### src/common/ppec_pkg.sv
// Shared constants for the platform power event control block.
// Assumes one 10 MHz always-on clock shared by both ends.
// Functional notes
// - Held button forces soft-off from any state
// - Override period writable, resets to four seconds
// - Level bit shows debounced or raw button
// - Debounce adds 16 ms before press handling
// - Wake line falling edge raises event, and wakes when enabled
// - Internal wake request sets its own status
// - Reset button recognised by edge or 16 ms
// - Button reset pulse lasts 5 to 6 ms
// - Rearm after release and full running state
// - Power-cycle select turns reset into cycle
// - Reset button acts only with power good
// - Thermal trip drops deep sleeps within 1 us
// - Thermal glitches under 25 ns ignored
// - Trip monitoring window follows valid point
// - Thermal trip clears button event status
// - Holdoff delays resume only during exit
// - No flash access while sleeping or held
// - Controller holds well reset until flash done
// - Controller holdoff only after boot, 5 ms watch
// - Enhanced host interface disables holdoff
// - Power good low forces platform reset asynchronously
// - Board keeps power good free of glitches
// - Board holds link power 99 ms before power good

`default_nettype none

package ppec_pkg;
  localparam int unsigned CLK_HZ = 10_000_000;
  localparam int unsigned CLK_NS = 1_000_000_000 / CLK_HZ;
  localparam int unsigned CYC_PER_MS = CLK_HZ / 1000;
  // Debounce delay
  localparam int unsigned DEB_MS = 16;
  localparam int unsigned DEB_CYC = DEB_MS * CYC_PER_MS;
  // Button reset pulse, least time rounded up
  localparam int unsigned RST_MIN_US = 5000;
  localparam int unsigned RST_MAX_US = 6000;
  localparam int unsigned RST_CYC = (RST_MIN_US * CYC_PER_MS + 999) / 1000;
  // Power-cycle off time for the cycle variant of the button reset
  localparam int unsigned PCYC_MS = 100;
  localparam int unsigned PCYC_CYC = PCYC_MS * CYC_PER_MS;
  // Override period in seconds
  localparam int unsigned SEC_CYC = CLK_HZ;
  localparam logic [3:0] OVR_DEFAULT_S = 4'h4;
  localparam logic [3:0] OVR_MIN_S = 4'h4;
  localparam logic [3:0] OVR_MAX_S = 4'he;
  // Thermal trip response bound and glitch filter
  localparam int unsigned TRIP_MAX_NS = 1000;
  localparam int unsigned TRIP_MAX_CYC = TRIP_MAX_NS / CLK_NS;
  localparam int unsigned GLITCH_NS = 25;
  localparam int unsigned GLITCH_CYC = (GLITCH_NS + CLK_NS - 1) / CLK_NS;
  localparam int unsigned TRIP_SAMPLES = GLITCH_CYC + 1;
  // Controller chip-select watch window
  localparam int unsigned WATCH_MS = 5;
  localparam int unsigned WATCH_CYC = WATCH_MS * CYC_PER_MS;

  typedef enum logic [2:0] {ST_OFF, ST_EXIT, ST_S0, ST_HRST, ST_CYCLE} ppec_state_e;
  typedef enum logic [2:0] {EC_G3, EC_WAIT_BOOT, EC_ARMED, EC_WATCH, EC_ACCESS} ppec_ec_state_e;
endpackage

`default_nettype wire

### src/common/ppec_link_if.sv
// Link between the power event device and the embedded controller.
// Assumes both ends run on the same always-on clock.

`default_nettype none

interface ppec_link_if;
  logic aux_sleep_n;
  logic flash_select_zero_n;
  logic platform_reset_n;
  logic resume_holdoff_n;
  logic resume_well_reset_n;

  modport dev (
    output aux_sleep_n,
    output flash_select_zero_n,
    output platform_reset_n,
    input resume_holdoff_n,
    input resume_well_reset_n
  );
  modport ec (
    input aux_sleep_n,
    input flash_select_zero_n,
    input platform_reset_n,
    output resume_holdoff_n,
    output resume_well_reset_n
  );
endinterface

`default_nettype wire

### src/core/ppec_device.sv
// Power event logic of the always-on well: buttons, wake, thermal trip,
// sleep outputs, platform reset and flash gating.
// Assumes pin inputs synchronous to clock; power good may drop any time.

`default_nettype none

module ppec_device #(
  parameter int unsigned DEB_CYCLES = ppec_pkg::DEB_CYC,
  parameter int unsigned RST_CYCLES = ppec_pkg::RST_CYC,
  parameter int unsigned PCYC_CYCLES = ppec_pkg::PCYC_CYC,
  parameter int unsigned SEC_CYCLES = ppec_pkg::SEC_CYC
) (
  // Clock and reset
  input wire logic clock,
  input wire logic rst,
  // Link to the embedded controller
  ppec_link_if.dev link,
  // Platform pins
  input wire logic power_button_n,
  input wire logic reset_button_n,
  input wire logic thermal_trip_n,
  input wire logic pme_n,
  input wire logic internal_wake_req,
  input wire logic platform_power_good,
  // Configuration
  input wire logic button_debounce_bypass,
  input wire logic trip_valid_point,
  input wire logic reset_power_cycle,
  input wire logic espi_enable,
  input wire logic pme_wake_enable,
  input wire logic override_wr,
  input wire logic [3:0] override_seconds,
  // Software requests
  input wire logic sleep_req,
  input wire logic clear_button_event,
  input wire logic clear_wake_status,
  input wire logic clear_trip_status,
  input wire logic flash_req,
  // Sleep outputs
  output logic deep_sleep_a_n,
  output logic deep_sleep_b_n,
  // Status
  output logic button_level_status,
  output logic button_event_status,
  output logic pme_status,
  output logic internal_wake_status,
  output logic power_trip_status,
  output logic pm_event,
  output logic flash_grant,
  output logic [3:0] override_seconds_status
);
  ppec_pkg::ppec_state_e state_reg;
  ppec_pkg::ppec_state_e state_next;
  logic well_rst;
  logic [1:0] raw_low;
  logic [1:0] deb_low;
  logic [1:0] pressed;
  logic [1:0] pressed_prev_reg;
  logic [31:0] sec_div_reg;
  logic [3:0] secs_reg;
  logic ovr_fired_reg;
  logic ovr_hit;
  logic [ppec_pkg::TRIP_SAMPLES-1:0] trip_hist_reg;
  logic trip_mon_reg;
  logic trip;
  logic rb_armed_reg;
  logic rb_rec;
  logic pcyc_sel_reg;
  logic [31:0] tmr_reg;
  logic pme_prev_reg;
  logic iwake_prev_reg;
  logic pme_fall;
  logic iwake_rise;
  logic wake;
  logic holdoff_active;
  logic aux_now;
  logic flash_ok;
  logic prst_reg;
  logic aux_reg;

  // Resume-well reset from the controller acts as a second sync reset
  assign well_rst = rst | ~link.resume_well_reset_n;
  assign raw_low = {~reset_button_n, ~power_button_n};

  // Debounce per button: asserts after DEB_CYCLES low, releases at once
  genvar g;
  generate
    for (g = 0; g < 2; g++) begin : g_deb
      logic [31:0] cnt_reg;
      logic low_reg;
      always_ff @(posedge clock) begin
        if (well_rst || !raw_low[g]) begin
          cnt_reg <= '0;
          low_reg <= 1'b0;
        end else if (cnt_reg == DEB_CYCLES - 1) begin
          low_reg <= 1'b1;
        end else begin
          cnt_reg <= cnt_reg + 32'h1;
        end
      end
      assign deb_low[g] = low_reg;
    end
  endgenerate

  // Bypass selects the raw pin for both buttons
  assign pressed = button_debounce_bypass ? raw_low : deb_low;

  // Edge history of buttons and wake lines
  always_ff @(posedge clock) begin
    if (well_rst) begin
      pressed_prev_reg <= 2'h0;
      pme_prev_reg <= 1'b1;
      iwake_prev_reg <= 1'b0;
    end else begin
      pressed_prev_reg <= pressed;
      pme_prev_reg <= pme_n;
      iwake_prev_reg <= internal_wake_req;
    end
  end
  assign pme_fall = pme_prev_reg & ~pme_n;
  assign iwake_rise = internal_wake_req & ~iwake_prev_reg;

  // Override period; out-of-range writes are dropped
  always_ff @(posedge clock) begin
    if (well_rst) begin
      override_seconds_status <= ppec_pkg::OVR_DEFAULT_S;
    end else if (override_wr && override_seconds >= ppec_pkg::OVR_MIN_S
                 && override_seconds <= ppec_pkg::OVR_MAX_S) begin
      override_seconds_status <= override_seconds;
    end
  end

  // Override timer: second divider pulse, restart on release
  assign ovr_hit = pressed[0] && !ovr_fired_reg && (sec_div_reg == SEC_CYCLES - 1)
                   && (secs_reg + 4'h1 == override_seconds_status);
  always_ff @(posedge clock) begin
    if (well_rst || !pressed[0]) begin
      sec_div_reg <= '0;
      secs_reg <= 4'h0;
      ovr_fired_reg <= 1'b0;
    end else if (ovr_hit) begin
      ovr_fired_reg <= 1'b1;
    end else if (!ovr_fired_reg) begin
      if (sec_div_reg == SEC_CYCLES - 1) begin
        sec_div_reg <= '0;
        secs_reg <= secs_reg + 4'h1;
      end else begin
        sec_div_reg <= sec_div_reg + 32'h1;
      end
    end
  end

  // Trip filter: needs consecutive low samples, so sub-cycle glitches vanish
  always_ff @(posedge clock) begin
    if (well_rst) begin
      trip_hist_reg <= '0;
    end else begin
      trip_hist_reg <= {trip_hist_reg[ppec_pkg::TRIP_SAMPLES-2:0], ~thermal_trip_n};
    end
  end

  // Monitoring window opens per valid point, always closes on power loss
  always_ff @(posedge clock) begin
    if (well_rst || !platform_power_good) begin
      trip_mon_reg <= 1'b0;
    end else if (trip_valid_point || prst_reg) begin
      trip_mon_reg <= 1'b1;
    end
  end
  assign trip = trip_mon_reg & (&trip_hist_reg);

  // Reset button: one shot, rearmed only after release in full S0
  assign rb_rec = platform_power_good && rb_armed_reg && (state_reg == ppec_pkg::ST_S0)
                  && pressed[1] && !pressed_prev_reg[1];
  always_ff @(posedge clock) begin
    if (well_rst) begin
      rb_armed_reg <= 1'b1;
      pcyc_sel_reg <= 1'b0;
    end else if (rb_rec) begin
      rb_armed_reg <= 1'b0;
      pcyc_sel_reg <= reset_power_cycle;
    end else if (!pressed[1] && state_reg == ppec_pkg::ST_S0 && prst_reg) begin
      rb_armed_reg <= 1'b1;
    end
  end

  // Wake sources seen while off
  assign wake = (pressed[0] && !pressed_prev_reg[0])
                || (pme_wake_enable && (pme_fall || iwake_rise));
  assign holdoff_active = !espi_enable && !link.resume_holdoff_n;

  // Next state; trip and override win over every other event except a wake in ST_OFF
  always_comb begin
    state_next = state_reg;
    if ((trip || ovr_hit) && state_reg != ppec_pkg::ST_OFF) begin
      state_next = ppec_pkg::ST_OFF;
    end else begin
      unique case (state_reg)
        ppec_pkg::ST_OFF: if (wake) state_next = ppec_pkg::ST_EXIT;
        ppec_pkg::ST_EXIT: if (!holdoff_active) state_next = ppec_pkg::ST_S0;
        ppec_pkg::ST_S0: begin
          if (rb_rec) state_next = ppec_pkg::ST_HRST;
          else if (sleep_req) state_next = ppec_pkg::ST_OFF;
        end
        ppec_pkg::ST_HRST: begin
          if (tmr_reg == RST_CYCLES - 1) begin
            state_next = pcyc_sel_reg ? ppec_pkg::ST_CYCLE : ppec_pkg::ST_S0;
          end
        end
        ppec_pkg::ST_CYCLE: if (tmr_reg == PCYC_CYCLES - 1) state_next = ppec_pkg::ST_EXIT;
      endcase
    end
  end

  // State register; timer restarts on every state change
  always_ff @(posedge clock) begin
    if (well_rst) begin
      state_reg <= ppec_pkg::ST_OFF;
      tmr_reg <= '0;
    end else begin
      state_reg <= state_next;
      tmr_reg <= (state_next != state_reg) ? 32'h0 : tmr_reg + 32'h1;
    end
  end

  // Sleep outputs follow the state one cycle later, well inside 1 us
  assign aux_now = (state_reg != ppec_pkg::ST_OFF) && (state_reg != ppec_pkg::ST_CYCLE);
  always_ff @(posedge clock) begin
    if (well_rst) begin
      deep_sleep_a_n <= 1'b0;
      deep_sleep_b_n <= 1'b0;
      aux_reg <= 1'b0;
    end else begin
      deep_sleep_a_n <= aux_now && state_reg != ppec_pkg::ST_EXIT;
      deep_sleep_b_n <= aux_now && state_reg != ppec_pkg::ST_EXIT;
      aux_reg <= aux_now;
    end
  end
  assign link.aux_sleep_n = aux_reg;

  // Platform reset: async on power loss, otherwise low outside plain S0
  always_ff @(posedge clock or negedge platform_power_good) begin
    if (!platform_power_good) begin
      prst_reg <= 1'b0;
    end else if (well_rst) begin
      prst_reg <= 1'b0;
    end else begin
      prst_reg <= (state_reg == ppec_pkg::ST_S0);
    end
  end
  assign link.platform_reset_n = prst_reg;

  // Flash gate: blocked while asleep or while holdoff still asserted
  assign flash_ok = aux_now && !holdoff_active;
  always_ff @(posedge clock) begin
    if (well_rst) begin
      flash_grant <= 1'b0;
    end else begin
      flash_grant <= flash_req && flash_ok;
    end
  end
  assign link.flash_select_zero_n = ~flash_grant;

  // Sticky status: set wins over software clear; trip clears button event
  always_ff @(posedge clock) begin
    if (well_rst) begin
      button_level_status <= 1'b0;
      button_event_status <= 1'b0;
      pme_status <= 1'b0;
      internal_wake_status <= 1'b0;
      power_trip_status <= 1'b0;
      pm_event <= 1'b0;
    end else begin
      button_level_status <= pressed[0];
      if (trip) button_event_status <= 1'b0;
      else if (pressed[0] && !pressed_prev_reg[0]) button_event_status <= 1'b1;
      else if (clear_button_event) button_event_status <= 1'b0;
      if (pme_fall) pme_status <= 1'b1;
      else if (clear_wake_status) pme_status <= 1'b0;
      if (iwake_rise) internal_wake_status <= 1'b1;
      else if (clear_wake_status) internal_wake_status <= 1'b0;
      if (trip) power_trip_status <= 1'b1;
      else if (clear_trip_status) power_trip_status <= 1'b0;
      pm_event <= pme_fall || iwake_rise;
    end
  end
endmodule

`default_nettype wire

### src/flat_wrapper.sv
// flat-port wrapper written by rule: the top's interface ports become plain ports
module ppec_device_flat 
#(
  parameter int unsigned DEB_CYCLES = ppec_pkg::DEB_CYC,
  parameter int unsigned RST_CYCLES = ppec_pkg::RST_CYC,
  parameter int unsigned PCYC_CYCLES = ppec_pkg::PCYC_CYC,
  parameter int unsigned SEC_CYCLES = ppec_pkg::SEC_CYC
)
  (clock, rst, power_button_n, reset_button_n, thermal_trip_n, pme_n, internal_wake_req, platform_power_good, button_debounce_bypass, trip_valid_point, reset_power_cycle, espi_enable, pme_wake_enable, override_wr, override_seconds, sleep_req, clear_button_event, clear_wake_status, clear_trip_status, flash_req, deep_sleep_a_n, deep_sleep_b_n, button_level_status, button_event_status, pme_status, internal_wake_status, power_trip_status, pm_event, flash_grant, override_seconds_status, link_aux_sleep_n, link_flash_select_zero_n, link_platform_reset_n, link_resume_holdoff_n, link_resume_well_reset_n);
  ppec_link_if link_i ();
  input wire logic clock;
  input wire logic rst;
  input wire logic power_button_n;
  input wire logic reset_button_n;
  input wire logic thermal_trip_n;
  input wire logic pme_n;
  input wire logic internal_wake_req;
  input wire logic platform_power_good;
  input wire logic button_debounce_bypass;
  input wire logic trip_valid_point;
  input wire logic reset_power_cycle;
  input wire logic espi_enable;
  input wire logic pme_wake_enable;
  input wire logic override_wr;
  input wire logic [3:0] override_seconds;
  input wire logic sleep_req;
  input wire logic clear_button_event;
  input wire logic clear_wake_status;
  input wire logic clear_trip_status;
  input wire logic flash_req;
  output logic deep_sleep_a_n;
  output logic deep_sleep_b_n;
  output logic button_level_status;
  output logic button_event_status;
  output logic pme_status;
  output logic internal_wake_status;
  output logic power_trip_status;
  output logic pm_event;
  output logic flash_grant;
  output logic [3:0] override_seconds_status;
  output wire logic [$bits(link_i.aux_sleep_n)-1:0] link_aux_sleep_n;
  output wire logic [$bits(link_i.flash_select_zero_n)-1:0] link_flash_select_zero_n;
  output wire logic [$bits(link_i.platform_reset_n)-1:0] link_platform_reset_n;
  input wire logic [$bits(link_i.resume_holdoff_n)-1:0] link_resume_holdoff_n;
  input wire logic [$bits(link_i.resume_well_reset_n)-1:0] link_resume_well_reset_n;
  assign link_aux_sleep_n = link_i.aux_sleep_n;
  assign link_flash_select_zero_n = link_i.flash_select_zero_n;
  assign link_platform_reset_n = link_i.platform_reset_n;
  assign link_i.resume_holdoff_n = link_resume_holdoff_n;
  assign link_i.resume_well_reset_n = link_resume_well_reset_n;
  ppec_device #(.DEB_CYCLES(DEB_CYCLES), .RST_CYCLES(RST_CYCLES), .PCYC_CYCLES(PCYC_CYCLES), .SEC_CYCLES(SEC_CYCLES)) u_core (.clock(clock), .rst(rst), .link(link_i), .power_button_n(power_button_n), .reset_button_n(reset_button_n), .thermal_trip_n(thermal_trip_n), .pme_n(pme_n), .internal_wake_req(internal_wake_req), .platform_power_good(platform_power_good), .button_debounce_bypass(button_debounce_bypass), .trip_valid_point(trip_valid_point), .reset_power_cycle(reset_power_cycle), .espi_enable(espi_enable), .pme_wake_enable(pme_wake_enable), .override_wr(override_wr), .override_seconds(override_seconds), .sleep_req(sleep_req), .clear_button_event(clear_button_event), .clear_wake_status(clear_wake_status), .clear_trip_status(clear_trip_status), .flash_req(flash_req), .deep_sleep_a_n(deep_sleep_a_n), .deep_sleep_b_n(deep_sleep_b_n), .button_level_status(button_level_status), .button_event_status(button_event_status), .pme_status(pme_status), .internal_wake_status(internal_wake_status), .power_trip_status(power_trip_status), .pm_event(pm_event), .flash_grant(flash_grant), .override_seconds_status(override_seconds_status));
endmodule
### config.mk
export PLATFORM = sky130hd
export DESIGN_NAME = ppec_device_flat
export DESIGN_NICKNAME = d
export VERILOG_FILES = /design/src/common/ppec_pkg.sv /design/src/common/ppec_link_if.sv /design/src/core/ppec_device.sv /design/src/flat_wrapper.sv
export SDC_FILE = /design/constraint.sdc
export NUM_CORES = 1
export LEC_CHECK = 0
export ABC_AREA = 1
export BUFFER_PORTS_ARGS = -buffer_cell sky130_fd_sc_hd__buf_2
export CAP_MARGIN = 20
export CORE_MARGIN = 2
export CORE_UTILIZATION = 50
export CTS_BUF_LIST = sky130_fd_sc_hd__clkbuf_4 sky130_fd_sc_hd__clkbuf_8
export DETAILED_ROUTE_END_ITERATION = 8
export PLACE_DENSITY = 0.7
export SLEW_MARGIN = 25
export SYNTH_ARGS = -nofsm -noshare
export SYNTH_HDL_FRONTEND = slang
export SYNTH_SLANG_ARGS = --single-unit
### constraint.sdc
create_clock -name clock -period 1.9 [get_ports clock]
set_clock_uncertainty 0.2 [all_clocks]
set_input_delay 0.285 -clock clock [delete_from_list [all_inputs] [get_ports clock]]
set_output_delay 0.285 -clock clock [all_outputs]
set_load 0.02 [all_outputs]
==> results_dict.tcl <==
set metrics [dict create \
    synth_nets 1374 \
    vdd_drop_max_mv 0.525 \
    fmax_mhz 457 \
    antenna_cells 0 \
    syn_area_um2 8880 \
    drv_slew 0 \
    p_leak_nw 4.89 \
    fin_setup_tns_ns -15.31 \
    io-pin-count 41 \
    vias 10000 \
    start_util_pct 51.2 \
    path_class "reg2reg" \
    place_hpwl_mm 17.6 \
    grt_start_max_net_pins 34 \
    core_um2 17400 \
    layout-drive-gt1-share_pct 37.5 \
    grt_usage_pct 27.5 \
    synth_warnings 0 \
    vias_per_cell 5.32 \
    num_rows 48 \
    die_w_um 137 \
    hold_slack_ns 0.0307 \
    drtIter0Drc 608 \
    grt_setup_unrepaired "yes" \
    synthArstFlopShare_pct 0.625 \
    start_kind "flop" \
    syn_area_per_cell_um2 6.61 \
    largest_reg_flops 64 \
    placed_area_um2 10800 \
    tritoncts "yes" \
    status "finished with violations" \
    routed_wl_mm 28.3 \
    hold_viol 0 \
    syn_inst 1344 \
    antenna_found_initial 0 \
    dr.pass1.iters 7 \
    fp.dieH_um 137 \
    layout_setup_ws_ns -0.287 \
    cts.path.max_buffers 2 \
    powerDensity_nw_per_um2 489 \
    path_clk_slew_ns 0.10 \
    path_max_fanout 6 \
    die_area_um2 18800 \
    setup_viol 86 \
    ys_seq_area_share_pct 36.1 \
    cts_made_buffers 17 \
    hold_path.class "in2reg" \
    ys_ff_latch 160 \
    grt_pass1_wl_mm 41.4 \
    grt_pass1_vias 9008 \
    remaining_drc_errors 0 \
    critPathRequiredTime_ns 2.12 \
    endpoint_kind "flop" \
    place_ws_ns -0.255 \
    final_antenna_net_count 0 \
    rrSetupSlack_ns -0.29 \
    cts_root_buf "clkbuf_8" \
    maxCapViolCount 0 \
    min_period_ns 2.19 \
    synth-edff-count 0 \
    period_share_pct 115 \
    layout_commonest_cell "nand2_1" \
    portBuffers 40 \
    overflow 0 \
    htree_levels 4 \
    worst_pin_slew_ns 0.517 \
    yosysUniqueCellTypes 46 \
    place.gp.congestion 0.937 \
    crit_arrival_ns 2.41 \
    clkLatencyLatePin_ns 0.49 \
    final_cell_mix "292 x nand2_1, 210 x buf_4, 168 x inv_1" \
    wl_per_cell_um 15.0 \
    synthToLayoutAreaGrowth_pct 46.7 \
    nets 1672 \
    min_path_cells 4 \
    slew-limit-headroom_pct 65.2 \
    worst_r2r_path_depth 11 \
    violations "negative setup slack" \
    synth_ff_type "dfxtp_1" \
    cts_sinks 160 \
    final_area_um2 13000 \
]
[report_power, final]
group	internal, mW	total (mW)	switching (mW)	leakage, nW
combinational	0.259	0.568	0.309	3.41
clock	0.941	2.41	1.47	0.175
sequential	3.37	3.39	0.0202	1.31
[synth_stat cells (5+ instances only)]
master | number | area [um^2]
o21ai_1 | 5 | 25.0
a21oi_1 | 85 | 425
nand2_1 | 342 | 1280
nor2_1 | 173 | 649
nor3_2 | 32 | 320
ha_1 | 5 | 62.6
inv_1 | 184 | 691
nor3_1 | 72 | 360
nand3b_1 | 5 | 37.5
nand3_1 | 62 | 310
xor2_1 | 32 | 280
nand2_2 | 5 | 31.3
o21a_1 | 5 | 37.5
a31oi_1 | 5 | 31.3
nor4_1 | 17 | 106
xnor2_1 | 9 | 78.8
clkbuf_1 | 9 | 33.8
a21oi_2 | 5 | 43.8
dfxtp_1 | 159 | 3180
nand4_1 | 31 | 194
o21ai_0 | 26 | 130
buf_6 | 7 | 78.8
or2_2 | 29 | 181
[metal layers]
layer,track usage [%],vias to the layer above,share of wire (%)
li1,-,4919,-
met1,34.3,4646,42
met2,48.5,360,50
met3,4.49,81,5.3
met4,8.53,0,2.9
met5,0,-,0
[metrics by stage]
step / std cells / utilization (%) / power [mW]
CTS: 1860 / 70.0 / 6.30
global route: 1880 / 75.1 / 6.55
floorplan: 1344 / - / 3.69
detailed placement: 1783 / 62.4 / 3.86
global placement: 1783 / 62.4 / 3.86
finish: 1880 / 75.1 / 6.37
[critical path, stage by stage (launching register included)]
cell and delay (ns):
dfxtp_1 0.40, inv_1 0.16, nand3_1 0.17, buf_4 0.20, o22ai_1 0.18, nor2_1 0.09, nand3_1 0.11, nand2_2 0.09
nand2_4 0.09, nand2_8 0.10, clkbuf_16 0.18, nor3_2 0.15
[final cells by class]
class,count,area [um^2]
multi-input cells,972,5850
fillers,1286,4330
flip-flops and latches,160,3240
repair buffers,302,2550
inverters,189,746
well taps,225,282
clock buffers,17,234
clock inverters,15,126
[kinds of logic (layout without fill, tap and decap cells)]
| family | Yosys count | count (layout) | share of synthesized area, % |
|---|---|---|---|
| xor gates and xnor gates | 41 | 41 | 4.04 |
| buffers and inverters | 212 | 523 | 9.69 |
| adders and majority gates | 5 | 5 | 0.705 |
| and+or+nand+nor | 785 | 785 | 40.8 |
| AOI/OAI and AO/OA | 141 | 141 | 8.67 |
| DFF | 160 | 160 | 36.1 |
[worst paths after layout]
check                                                    from                                endpoint
max                            u_core.state_reg[0]$_SDFF_PP0_           u_core.tmr_reg[21]$_SDFF_PP0_
min                                                       rst          u_core.pme_prev_reg$_SDFF_PP1_
max reg2reg                    u_core.state_reg[0]$_SDFF_PP0_           u_core.tmr_reg[21]$_SDFF_PP0_
min reg2reg                u_core.trip_hist_reg[0]$_SDFF_PP0_      u_core.trip_hist_reg[1]$_SDFF_PP0_
max in group asynchronous                 platform_power_good  u_core.link.platform_reset_n$_DFF_PN0_
min in group asynchronous                 platform_power_good  u_core.link.platform_reset_n$_DFF_PN0_
[what timing repair did]
item	CTS	global route
hold endpoints to repair	16	0
cloned	5	5
gates resized for setup	130	184
buffers inserted	25	19
endpoints found under the setup margin	93	121
hold buffers	16	0
pin swaps	22	58
Note: power is estimated with default switching activity, not from simulation.
